<file path="config.mk">
export PLATFORM = sky130hd
export DESIGN_NAME = sml_top
export DESIGN_NICKNAME = d
export VERILOG_FILES = /design/src/rtl/sml_pkg.sv /design/src/rtl/sml_aux_clk.sv /design/src/rtl/sml_sync.sv /design/src/rtl/sml_top.sv
export SDC_FILE = /design/constraint.sdc
export NUM_CORES = 1
export LEC_CHECK = 0
export ABC_AREA = 1
export BUFFER_PORTS_ARGS = -buffer_cell sky130_fd_sc_hd__buf_4
export CORE_MARGIN = 2
export CORE_UTILIZATION = 25
export CTS_CLUSTER_SIZE = 30
export DETAILED_ROUTE_END_ITERATION = 10
export GPL_TIMING_DRIVEN = 0
export SETUP_SLACK_MARGIN = 0.02
export SYNTH_ARGS = -nofsm -noshare
export SYNTH_HDL_FRONTEND = slang
export SYNTH_SLANG_ARGS = --single-unit
</file>
<file path="constraint.sdc">
create_clock -name pclk -period 2.95 [get_ports pclk]
set_input_delay 0.59 -clock pclk [delete_from_list [all_inputs] [get_ports pclk]]
set_output_delay 0.59 -clock pclk [all_outputs]
set_load 0.05 [all_outputs]
</file>
<file path="src/rtl/sml_pkg.sv">
// Package for the strap mode latch: register map, field positions, codes and carriers.
// Assumes a 200 MHz APB clock and straps that are stable while the chip reset is held.
package sml_pkg;

  // ==========================================================================
  // Register map
  localparam logic [7:0] SML_OFF_STRAPS = 8'h00;
  localparam logic [7:0] SML_OFF_AUXCLK = 8'h04;
  localparam logic [7:0] SML_OFF_LINK = 8'h08;
  localparam logic [7:0] SML_OFF_MACIF = 8'h0C;
  localparam logic [7:0] SML_OFF_DELAY = 8'h10;
  localparam logic [7:0] SML_OFF_POWER = 8'h14;
  localparam logic [7:0] SML_OFF_XOVER = 8'h18;
  localparam logic [7:0] SML_OFF_ADDR = 8'h1C;

  // ==========================================================================
  // Field positions
  localparam int SML_BIT_AUX_EN = 15;
  localparam int SML_BIT_AUX_FRQ = 13;
  localparam int SML_BIT_SPD_LSB = 13;
  localparam int SML_BIT_ANEG = 12;
  localparam int SML_BIT_DUPLEX = 8;
  localparam int SML_BIT_SPD_MSB = 6;
  localparam int SML_BIT_MACIF = 11;
  localparam int SML_BIT_RX_DLY = 4;
  localparam int SML_BIT_TX_DLY = 0;
  localparam int SML_BIT_PWR = 6;
  localparam int SML_BIT_XOVER = 2;
  localparam int SML_BIT_UNMGD = 5;
  localparam int SML_BIT_LOADED = 31;

  // ==========================================================================
  // Codes and reset values
  localparam logic [1:0] SML_FRQ_25 = 2'h0;
  localparam logic [1:0] SML_FRQ_50 = 2'h1;
  localparam logic [1:0] SML_FRQ_125 = 2'h2;
  localparam logic [1:0] SML_MAC_MII = 2'h0;
  localparam logic [1:0] SML_MAC_RMII = 2'h1;
  localparam logic [1:0] SML_MAC_RGMII = 2'h2;
  localparam logic [1:0] SML_XOVER_AUTO = 2'h0;
  localparam logic [2:0] SML_DLY_RST = 3'h0;
  localparam logic [4:0] SML_ADDR_RST = 5'h00;

  // ==========================================================================
  // Auxiliary clock synthesis: a 4-bit phase accumulator at 200 MHz.
  localparam int SML_ACC_W = 4;
  localparam logic [3:0] SML_INC_25 = 4'h2;
  localparam logic [3:0] SML_INC_50 = 4'h4;
  localparam logic [3:0] SML_INC_125 = 4'hA;

  // ==========================================================================
  // Carriers
  typedef struct packed {
    logic aux_en;
    logic mgmt_sel;
    logic sig_a;
    logic sig_b;
    logic sig_c;
    logic sig_d;
    logic sig_e;
    logic mac_type;
    logic addr_low;
    logic addr_high;
    logic freq_low;
    logic freq_high;
  } sml_straps_s;

  typedef struct packed {
    logic [4:0] mgmt_addr;
    logic unmanaged;
    logic [1:0] mac_if;
    logic aneg_en;
    logic speed_lsb;
    logic speed_msb;
    logic duplex;
    logic [1:0] xover;
    logic [2:0] rx_dly;
    logic [2:0] tx_dly;
    logic power_save;
    logic aux_en;
    logic [1:0] aux_freq;
  } sml_cfg_s;

  typedef struct packed {
    logic psel;
    logic penable;
    logic pwrite;
    logic [7:0] paddr;
    logic [31:0] pwdata;
  } sml_apb_req_s;

  typedef struct packed {
    logic [31:0] prdata;
    logic pready;
    logic pslverr;
  } sml_apb_rsp_s;

endpackage

</file>
<file path="src/rtl/sml_aux_clk.sv">
// Auxiliary clock generator, frequency-locked to pclk by a phase accumulator.
// Assumes pclk at 200 MHz; the 125 MHz code aliases to 75 MHz, with one pclk period of edge jitter.
`timescale 1ns/100ps
module sml_aux_clk (
  // Clock and reset
  input wire logic pclk,
  input wire logic presetn,
  // Control
  input wire logic enable,
  input wire logic [1:0] freq,
  // Clock out
  output logic clk_o
);
  import sml_pkg::*;

  logic [SML_ACC_W-1:0] acc_q;
  logic [SML_ACC_W-1:0] inc;
  logic run;

  // ==========================================================================
  // Rate select
  always_comb
  begin
    run = enable;
    case (freq)
      SML_FRQ_25: inc = SML_INC_25;
      SML_FRQ_50: inc = SML_INC_50;
      SML_FRQ_125: inc = SML_INC_125;
      default:
      begin
        inc = '0;
        run = 1'b0;
      end
    endcase
  end

  // ==========================================================================
  // Accumulator and output; a stopped clock sits low.
  always_ff @(posedge pclk or negedge presetn)
  begin
    if (!presetn)
    begin
      acc_q <= '0;
      clk_o <= 1'b0;
    end
    else
    begin
      acc_q <= run ? acc_q + inc : '0;
      clk_o <= run & acc_q[SML_ACC_W-1];
    end
  end

endmodule

</file>
<file path="src/rtl/sml_sync.sv">
// Two-flop synchroniser for a group of levels from outside the clock domain.
// Assumes each bit is a slow level; no word coherence across bits is promised.
`timescale 1ns/100ps
module sml_sync #(
  parameter int W = 1
) (
  // Clock and reset
  input wire logic pclk,
  input wire logic presetn,
  // Levels
  input wire logic [W-1:0] async_i,
  output logic [W-1:0] sync_o
);

  logic [W-1:0] meta_q;

  // ==========================================================================
  // Synchroniser
  always_ff @(posedge pclk or negedge presetn)
  begin
    if (!presetn)
    begin
      meta_q <= '0;
      sync_o <= '0;
    end
    else
    begin
      meta_q <= async_i;
      sync_o <= meta_q;
    end
  end

endmodule

</file>
<file path="src/rtl/sml_top.sv">
// Strap mode latch: captures board straps at chip reset release and holds config registers.
// Assumes straps are set by resistors only while chip_reset_low is low, and an APB master.
//
// Summary of operation
// - Strap pins are inputs during chip reset; levels are latched at its release.
// - Aux clock strap 0 disables the clock and drives low; 1 enables it.
// - Aux clock enable is a read/write register bit overriding the strap after reset.
// - Aux clock frequency is a two-bit field, locked to the reference clock.
// - Frequency codes: 00 is 25 MHz, 01 is 50, 10 is the 125 setting (75 MHz out), 11 reserved.
// - Frequency straps load the field default, low pin to bit 0, high to bit 1.
// - Software may rewrite the frequency field to any allowed setting after reset.
// - Management strap 0 is managed mode; straps A to E form the address.
// - In managed mode straps A to E change no operating configuration.
// - Management strap 1 is unmanaged mode; A to E select default configuration.
// - Speed, autoneg, duplex, MAC interface and delay defaults follow straps; crossover resets to auto.
// - In unmanaged mode the power saving bit resets to 1.
// - In unmanaged mode A and B load both delay fields as 000, 010, 100, 110.
// - C low gives autoneg; C,D 10 forces 100 half, 11 forces 10 half.
// - In unmanaged mode strap E 0 keeps the MAC type strap choice, 1 selects RMII.
// - Inconsistent strap sets are not rejected; boards avoid RMII with autoneg.
// - Unmanaged address takes bits 0 and 1 from address straps, upper bits zero.
// - The MAC type strap selects RGMII at 0 and MII at 1.
// - Unmanaged with E at 1 uses RMII whatever the MAC type strap says.
`timescale 1ns/100ps
module sml_top (
  // APB clock and reset
  input wire logic pclk,
  input wire logic presetn,
  // APB slave
  input wire sml_pkg::sml_apb_req_s apb_req,
  output sml_pkg::sml_apb_rsp_s apb_rsp,
  // Chip reset pin and strap levels
  input wire logic chip_reset_low,
  input wire sml_pkg::sml_straps_s strap_pins,
  // Strap pin release: high while the pins must be left as inputs
  output logic strap_hold,
  // Auxiliary clock pin, output enable active low
  output logic aux_clock_output_o,
  output logic aux_clock_output_oe_n,
  // Configuration to the rest of the device
  output sml_pkg::sml_cfg_s cfg
);
  import sml_pkg::*;

  // ==========================================================================
  // Declarations
  logic chip_run;
  sml_straps_s straps_sync;
  logic chip_run_prev_q;
  logic release_pulse;
  sml_straps_s straps_q;
  logic loaded_q;
  sml_cfg_s cfg_q;
  sml_cfg_s cfg_d;
  sml_cfg_s cfg_dflt;
  logic aux_clk;
  logic acc_phase;
  logic wr_phase;
  logic [7:0] addr;
  logic [31:0] wdata;
  logic [31:0] rdata_d;
  logic hit_d;
  logic pready_q;
  logic [31:0] prdata_q;
  logic pslverr_q;

  // ==========================================================================
  // Crossing of the chip reset pin and the strap pins
  // Both pass two flops; nothing reads the first stage.
  sml_sync #(
    .W(1)
  ) u_rst_sync (
    .pclk(pclk),
    .presetn(presetn),
    .async_i(chip_reset_low),
    .sync_o(chip_run)
  );

  sml_sync #(
    .W($bits(sml_straps_s))
  ) u_strap_sync (
    .pclk(pclk),
    .presetn(presetn),
    .async_i(strap_pins),
    .sync_o(straps_sync)
  );

  // ==========================================================================
  // Release detection
  always_ff @(posedge pclk or negedge presetn)
  begin
    if (!presetn)
    begin
      chip_run_prev_q <= 1'b0;
    end
    else
    begin
      chip_run_prev_q <= chip_run;
    end
  end

  // The straps have been stable through reset, so the synchronised copy seen at the
  // release edge is the level the board set.
  assign release_pulse = chip_run & ~chip_run_prev_q;

  always_ff @(posedge pclk or negedge presetn)
  begin
    if (!presetn)
    begin
      straps_q <= '0;
      loaded_q <= 1'b0;
    end
    else if (!chip_run)
    begin
      loaded_q <= 1'b0;
    end
    else if (release_pulse)
    begin
      straps_q <= straps_sync;
      loaded_q <= 1'b1;
    end
  end

  // Pins stay held as inputs from power-up until the first capture after chip reset.
  always_ff @(posedge pclk or negedge presetn)
  begin
    if (!presetn)
    begin
      strap_hold <= 1'b1;
    end
    else
    begin
      strap_hold <= ~chip_run | release_pulse;
    end
  end

  // ==========================================================================
  // Strap decode into register defaults
  // No combination is refused; an RMII board that straps autoneg simply gets it.
  always_comb
  begin
    cfg_dflt = '0;
    cfg_dflt.aux_en = straps_sync.aux_en;
    cfg_dflt.aux_freq = {straps_sync.freq_high, straps_sync.freq_low};
    cfg_dflt.unmanaged = straps_sync.mgmt_sel;
    cfg_dflt.xover = SML_XOVER_AUTO;
    cfg_dflt.aneg_en = 1'b1;
    cfg_dflt.speed_lsb = 1'b1;
    cfg_dflt.speed_msb = 1'b0;
    cfg_dflt.duplex = 1'b1;
    cfg_dflt.rx_dly = SML_DLY_RST;
    cfg_dflt.tx_dly = SML_DLY_RST;
    cfg_dflt.power_save = 1'b0;
    cfg_dflt.mac_if = straps_sync.mac_type ? SML_MAC_MII : SML_MAC_RGMII;
    if (!straps_sync.mgmt_sel)
    begin
      // Managed: A to E are the address and nothing else.
      cfg_dflt.mgmt_addr = {straps_sync.sig_e, straps_sync.sig_d, straps_sync.sig_c,
                            straps_sync.sig_b, straps_sync.sig_a};
    end
    else
    begin
      cfg_dflt.mgmt_addr = {3'h0, straps_sync.addr_high, straps_sync.addr_low};
      cfg_dflt.power_save = 1'b1;
      cfg_dflt.rx_dly = {straps_sync.sig_a, straps_sync.sig_b, 1'b0};
      cfg_dflt.tx_dly = {straps_sync.sig_a, straps_sync.sig_b, 1'b0};
      if (straps_sync.sig_c)
      begin
        cfg_dflt.aneg_en = 1'b0;
        cfg_dflt.duplex = 1'b0;
        cfg_dflt.speed_lsb = ~straps_sync.sig_d;
      end
      if (straps_sync.sig_e)
      begin
        cfg_dflt.mac_if = SML_MAC_RMII;
      end
      else
      begin
        cfg_dflt.mac_if = straps_sync.mac_type ? SML_MAC_MII : SML_MAC_RGMII;
      end
    end
  end

  // ==========================================================================
  // APB decode
  assign acc_phase = apb_req.psel & apb_req.penable;
  assign wr_phase = acc_phase & apb_req.pwrite & pready_q;
  assign addr = apb_req.paddr;
  assign wdata = apb_req.pwdata;

  function automatic logic [31:0] read_word(input logic [7:0] a, input sml_cfg_s c,
                                            input sml_straps_s s, input logic ld,
                                            output logic hit);
    logic [31:0] w;
    w = '0;
    hit = 1'b1;
    case (a)
      SML_OFF_STRAPS:
      begin
        w[$bits(sml_straps_s)-1:0] = s;
        w[SML_BIT_LOADED] = ld;
      end
      SML_OFF_AUXCLK:
      begin
        w[SML_BIT_AUX_EN] = c.aux_en;
        w[SML_BIT_AUX_FRQ +: 2] = c.aux_freq;
      end
      SML_OFF_LINK:
      begin
        w[SML_BIT_SPD_LSB] = c.speed_lsb;
        w[SML_BIT_ANEG] = c.aneg_en;
        w[SML_BIT_DUPLEX] = c.duplex;
        w[SML_BIT_SPD_MSB] = c.speed_msb;
      end
      SML_OFF_MACIF: w[SML_BIT_MACIF +: 2] = c.mac_if;
      SML_OFF_DELAY:
      begin
        w[SML_BIT_RX_DLY +: 3] = c.rx_dly;
        w[SML_BIT_TX_DLY +: 3] = c.tx_dly;
      end
      SML_OFF_POWER: w[SML_BIT_PWR] = c.power_save;
      SML_OFF_XOVER: w[SML_BIT_XOVER +: 2] = c.xover;
      SML_OFF_ADDR:
      begin
        w[4:0] = c.mgmt_addr;
        w[SML_BIT_UNMGD] = c.unmanaged;
      end
      default: hit = 1'b0;
    endcase
    return w;
  endfunction

  always_comb
  begin
    rdata_d = read_word(addr, cfg_q, straps_q, loaded_q, hit_d);
  end

  // ==========================================================================
  // APB answer: one wait state, then pready for one cycle
  always_ff @(posedge pclk or negedge presetn)
  begin
    if (!presetn)
    begin
      pready_q <= 1'b0;
      prdata_q <= '0;
      pslverr_q <= 1'b0;
    end
    else
    begin
      pready_q <= acc_phase & ~pready_q;
      if (acc_phase & ~pready_q)
      begin
        prdata_q <= apb_req.pwrite ? 32'h0000_0000 : rdata_d;
        pslverr_q <= ~hit_d;
      end
      else
      begin
        prdata_q <= '0;
        pslverr_q <= 1'b0;
      end
    end
  end

  assign apb_rsp.prdata = prdata_q;
  assign apb_rsp.pready = pready_q;
  assign apb_rsp.pslverr = pslverr_q;

  // ==========================================================================
  // Configuration registers
  // Writes land on the edge that completes the transfer. A reload at chip reset
  // release wins over a write in the same cycle; the straps are the newer truth.
  always_comb
  begin
    cfg_d = cfg_q;
    if (wr_phase)
    begin
      case (addr)
        SML_OFF_AUXCLK:
        begin
          cfg_d.aux_en = wdata[SML_BIT_AUX_EN];
          if (wdata[SML_BIT_AUX_FRQ +: 2] != 2'h3)
          begin
            cfg_d.aux_freq = wdata[SML_BIT_AUX_FRQ +: 2];
          end
        end
        SML_OFF_LINK:
        begin
          cfg_d.speed_lsb = wdata[SML_BIT_SPD_LSB];
          cfg_d.aneg_en = wdata[SML_BIT_ANEG];
          cfg_d.duplex = wdata[SML_BIT_DUPLEX];
          cfg_d.speed_msb = wdata[SML_BIT_SPD_MSB];
        end
        SML_OFF_MACIF: cfg_d.mac_if = wdata[SML_BIT_MACIF +: 2];
        SML_OFF_DELAY:
        begin
          cfg_d.rx_dly = wdata[SML_BIT_RX_DLY +: 3];
          cfg_d.tx_dly = wdata[SML_BIT_TX_DLY +: 3];
        end
        SML_OFF_POWER: cfg_d.power_save = wdata[SML_BIT_PWR];
        SML_OFF_XOVER: cfg_d.xover = wdata[SML_BIT_XOVER +: 2];
        default: cfg_d = cfg_q;
      endcase
    end
    if (release_pulse)
    begin
      cfg_d = cfg_dflt;
    end
  end

  always_ff @(posedge pclk or negedge presetn)
  begin
    if (!presetn)
    begin
      cfg_q <= '0;
      cfg_q.mgmt_addr <= SML_ADDR_RST;
      cfg_q.rx_dly <= SML_DLY_RST;
      cfg_q.tx_dly <= SML_DLY_RST;
    end
    else
    begin
      cfg_q <= cfg_d;
    end
  end

  assign cfg = cfg_q;

  // ==========================================================================
  // Auxiliary clock pin
  // While the chip is in reset the pin is an input; afterwards it is driven, low when off.
  sml_aux_clk u_aux_clk (
    .pclk(pclk),
    .presetn(presetn),
    .enable(cfg_q.aux_en & loaded_q),
    .freq(cfg_q.aux_freq),
    .clk_o(aux_clk)
  );

  always_ff @(posedge pclk or negedge presetn)
  begin
    if (!presetn)
    begin
      aux_clock_output_o <= 1'b0;
      aux_clock_output_oe_n <= 1'b1;
    end
    else
    begin
      aux_clock_output_o <= aux_clk & loaded_q;
      aux_clock_output_oe_n <= ~loaded_q;
    end
  end

endmodule

</file>
# Word-level counts from Yosys, hierarchy flattened
# Index checks and enable logic that the tools add are counted.
dict set report word_totals {
  input_bits 58
  wordCells 125
  reg_bits 106
  output_inout_bits 61
}
dict set report op_classes {
  n_addsub 1
  n_reduce_logical 20
  n_eq_ne 11
  n_bitwise 15
  n_mux 39
}
# op n
set ops {}
lappend ops {{$mux W32} 2}
lappend ops {{$eq A8 B5 Y1 const B} 4}
lappend ops {{$mux W24} 1}
lappend ops {{$mux W18} 1}
lappend ops {{$eq A8 B4 Y1 const B} 2}
lappend ops {{$mux W2} 8}
lappend ops {{$reduce_bool A2 Y1} 8}
lappend ops {{$reduce_and A2 Y1} 7}
lappend ops {{$mux W4} 3}
lappend ops {{$pmux W2 S3} 2}
lappend ops {{$pmux W4 S3} 1}
lappend ops {{$mux W1} 10}
lappend ops {{$and A1 B1 Y1} 8}
lappend ops {{$eq A8 B3 Y1 const B} 1}
lappend ops {{$logic_not A8 Y1} 1}
lappend ops {{$pmux W1 S2} 4}
lappend ops {{$pmux W1 S4} 2}
lappend ops {{$reduce_or A8 Y1} 1}
lappend ops {{$mux W7} 1}
lappend ops {{$mux W6} 1}
lappend ops {{$not A1 Y1} 6}
lappend ops {{$mux W5} 1}
lappend ops {{$add A4 B4 Y4} 1}
lappend ops {{$ne A2 B2 Y1 const B} 2}
lappend ops {{other kinds (8)} 8}

# Depth between registers and ports, before layout
dict set report depth {
  word_depth 5
  mapped_depth 9
  ltp_nobuf 9
}

# By module
# A second synthesis with hierarchy kept.
dict set report unflattened {
  hier_cells 426
  hier_area_um2 3860.0
}
# mod seq_area_each_um2 instances area_each_um2 cells_each
set by_module_without_submodules {}
lappend by_module_without_submodules {sml_top 1503.9 1 2987.9 376}
lappend by_module_without_submodules {{sml_sync (u_strap_sync)} 600.6 1 600.6 24}
lappend by_module_without_submodules {sml_aux_clk 100.1 1 221.5 24}
lappend by_module_without_submodules {{sml_sync (u_rst_sync)} 50.0 1 50.0 2}

# Worst setup path after synthesis
# No wires, ideal clock.
dict set report synth_path {
  kind {flip-flop to flip-flop}
  from {register cfg_q, in the netlist cfg[0]}
  to {register u_aux_clk.acc_q[3]}
  arrival_ns 1.927
  setup_time_ns 0.080
  required_time_ns 2.870
  period_less_slack_ns 2.008
  path_buffers 0
  setup_slack_ns 0.942
  path_stages_with_launch 7
  path_cell_list {dfrtp_1 > inv_1 > ha_1 > fa_1 > xnor2_1 > or2_2 > a21oi_1}
}
dict set report synth_via {
  elab_chain_len 4
  word_cells_on_any_way 8
  classes_between {add/sub: 1; eq/ne: 2; mux: 3; reduce/logical: 2}
}
# item line
set synth_lines {}
lappend synth_lines {{from (decl)} sml_top.sv:53} ;# sml_cfg_s cfg_q;
lappend synth_lines {{from (signal assigned)} sml_top.sv:321} ;# cfg_q <= cfg_d;
lappend synth_lines {{$eq A2 B2 Y1 (tied with other cells)} sml_aux_clk.sv:25} ;# case (freq)
lappend synth_lines {{$pmux W4 S3 or $reduce_or A3 Y1 (tied branches)} --}
lappend synth_lines {{$add A4 B4 Y4 or $mux W1 (tied branches)} {sml_aux_clk.sv:48, sml_aux_clk.sv:25}}
lappend synth_lines {{$mux W4 (*)} sml_aux_clk.sv:48} ;# acc_q <= run ? acc_q + inc : '0;
lappend synth_lines {{to (signal assigned)} sml_aux_clk.sv:48}
lappend synth_lines {{to (decl)} sml_aux_clk.sv:16} ;# logic [SML_ACC_W-1:0] acc_q;
# Mark *: on every way between the ends. The rest lies on a longest branch, timed or not.
# A chain may end at the register's enable or synchronous reset.

# Worst setup path after layout
# Ends and elaborated chain as after synthesis.

==> flow_summary.yaml <==
global_routing:
  globalRouteOverflowTotal: 0
  antenna_found_initial: 0
  grt_pass1_wl_mm: 16.5
  grt_usage_pct: 13.2
  grt_max_degree: 91
  grt_pass1_vias: 3132
floorplanning:
  die_h_um: 129
  core_region_area_um2: 15300
  initial_core_util_pct: 25.7
  die-width_um: 129
  ios: 119
  rows: 45
  die-area_um2: 16700
placed_design:
  gp_congestion: 0.877
  portBuffers: 84
  hpwl_mm: 7.87
  pre_cts_ws_ns: 1.13
  place_area_um2: 4870
yosys:
  synth_ff_type: "dfrtp_1"
  synth-adder-area-share_pct: 0.830
  syn_area_um2: 3920
  ys_seq_elements: 90
  synthSimpleGateAreaFrac_pct: 27.0
  yosys_warnings: 0
  async_reset_ff_share_pct: 100
  synth_cell_types: 36
  synth-edff-count: 0
  ys_seq_area_share_pct: 57.5
  syn_avg_cell_area_um2: 9.51
  synth_compound_area_share_pct: 5.30
  muxShareOfSynthArea_pct: 0
  synth_top_family_by_area: "simple AND/OR/NAND/NOR gates"
  syn_inst: 412
  synth_xor_area_share_pct: 0.223
worst_setup_path:
  crit_start: "cfg[0]"
  crit_type: "reg2reg"
  critPathCaptureType: "flip-flop"
  crit_fanout: 4
  worstReg2RegStart: "cfg[0]"
  crit_required_ns: 3.21
  crit_path_start_kind: "flip-flop"
  cp.arrival_ns: 2.08
timing:
  tightest_slew_ns: 1.15
  setup_ws_ns: 1.13
  skew_ns: 0.00654
  slew_headroom_pct: 23.1
  min_period_over_period_pct: 61.7
  setup_violations: 0
  finalSetupTns_ns: 0
  hold_viol: 0
  fin_crit_ns: 1.82
  rsz0062_at_grt: "false"
  fmax_ghz: 0.549
  drv_slew: 0
pwr:
  power_mw: 3.19
  leakage_nw: 2.67
  internal_power_mw: 2.25
  combinationalPowerShare_pct: 17.6
  p_clk_share_pct: 38.9
  seq_power_share_pct: 43.5
  peakVddDrop_uv: 308
  p_sw_uw: 938
  swShare_pct: 29.4
  powerDensity_nw_per_um2: 615
final_layout:
  n_antenna_cell: 0
  fin_area_um2: 5190
  fin_nets: 581
  syn2layout_area_growth_pct: 32.3
  drive_gt1_share_pct: 32.3
clock_tree:
  cts_buffers: 9
  hold_buffers: 0
  cts_tree: "done"
  h-tree-depth: 3
  post_cts_buffers: 0
  clk_pin_slew_ns: 0.07
  cts_root_buffer: "clkbuf_16"
  cts_sinks: 90
  cts_buffer_depth: 2
  clock_latency_ns: 0.35
  ctsResizeCount: 0
detailed_routing:
  wl_met3_um: 803
  drt_wl_total_mm: 10.3
  drtPass1Iterations: 4
  wl_met1_mm: 4.34
  viasPerCell: 4.12
  top_layer: "met4"
  drt_iter0_drc: 127
  vias: 3038
  drc_errors: 0
  final_antenna_net_count: 0
  wl_per_cell_um: 13.9
  wl_met2_mm: 4.90
worst_hold_path:
  worstHoldPathType: "in2reg"
  min_from: "strap_pins[0]"
run_status:
  status: "finished clean"
flow_run:
  cap_violations: 0
## metrics by stage
stage               hold WS (ns)  utilization [%]  instances
floorplan                  0.294                -        426
global placement           0.335             31.9        721
detailed placement         0.335             31.9        721
CTS                        0.333             34.0        737
global route               0.327             34.0        737
finish                     0.346             34.0        737
## kinds of logic (layout without fill, tap and decap cells)
| family | Yosys count | count (layout) |
|---|---|---|
| flip-flops | 90 | 90 |
| other | 1 | 15 |
| XOR/XNOR | 1 | 1 |
| AND/OR/NAND/NOR | 213 | 213 |
| adder cells (fa/ha/maj) | 2 | 2 |
| AO/OA/AOI/OAI | 37 | 37 |
| buffers and inverters | 68 | 168 |
## final timing paths
kind                                          end  slack [ns]  cells after the start
setup reg to reg               u_aux_clk.acc_q[3]        1.13                      6
hold reg to reg                 u_rst_sync.sync_o        0.35                      0
hold / removal             u_strap_sync.meta_q[0]        0.35                      1
min in group asynchronous  u_strap_sync.meta_q[1]        0.42                      1
max in group asynchronous             prdata_q[2]        1.75                      1
setup / recovery               u_aux_clk.acc_q[3]        1.13                      6
## area by class of cell
| type | instances | area [um2] |
|---|---|---|
| Buffer | 24 | 180 |
| Inverter | 44 | 173 |
| Tap cell | 211 | 264 |
| Sequential cell | 90 | 2250 |
| Clock buffer | 11 | 233 |
| Timing Repair Buffer | 84 | 631 |
| Clock inverter | 5 | 87.6 |
| Fill cell | 1566 | 10100 |
| Multi-Input combinational cell | 268 | 1360 |
## flip-flops by register name, indices dropped and copies added, names as in the netlist, 3 cells and up
register	count
cfg	24
u_aux_clk.acc_q	3
u_strap_sync.meta_q	12
prdata_q	17
straps_q	12
u_strap_sync.sync_o	12
## layout by cell type, fill, tap and decap left out, drive strengths merged
cell,n
nor2,45
o22ai,3
nand4,1
or2,2
nand2,128
o211ai,1
clkinvlp,1
a21oi,7
nand3,30
xnor2,1
o21bai,1
conb,15
o21a,1
fa,1
o21ai,24
dfstp,2
nor3b,1
clkinv,1
clkbuf,11
inv,45
buf,108
dfrtp,88
nor3,6
ha,1
bufinv,2
## per-layer routing
| layer | vias to the layer above | GRT usage, % |
|---|---|---|
| met5 | - | 0 |
| met4 | 0 | 5.50 |
| met3 | 18 | 4.54 |
| met2 | 107 | 20.9 |
| met1 | 1435 | 16.4 |
| li1 | 1478 | - |
## power groups by stage
| stage | clock network (mW) | registers [mW] | logic [mW] |
|---|---|---|---|
| 6_report | 1.24 | 1.39 | 0.561 |
| 5_1_grt | 1.33 | 1.40 | 0.610 |
| 4_1_cts | 1.28 | 1.39 | 0.569 |
| 3_5_place_dp | 0 | 1.41 | 0.568 |
| 3_3_place_gp | 0 | 1.41 | 0.558 |
| 2_1_floorplan | 0 | 1.53 | 0.231 |
## Yosys cell counts (3+ instances only)
cell	number	share of area (%)
nand3_1	28	3.6
nor2_2	9	1.4
o21ai_1	10	1.3
inv_1	37	3.5
a21oi_1	7	0.89
o22ai_1	3	0.48
nor2_4	5	1.4
inv_2	5	0.48
nand2_1	114	11
buf_2	3	0.38
buf_4	19	3.6
nor3_1	5	0.64
nand2_2	8	1.3
o21ai_2	3	0.67
nor2_1	29	2.8
dfrtp_1	88	56
nand2_4	4	1.1
o21ai_0	11	1.4
## worst max-delay path, stage by stage (launching register included)
cell and delay [ns]:
dfrtp_1 0.40, inv_1 0.10, ha_1 0.23, fa_1 0.40, xnor2_1 0.14, or2_2 0.28, a21oi_1 0.18
(Power assumes the default switching activity.)
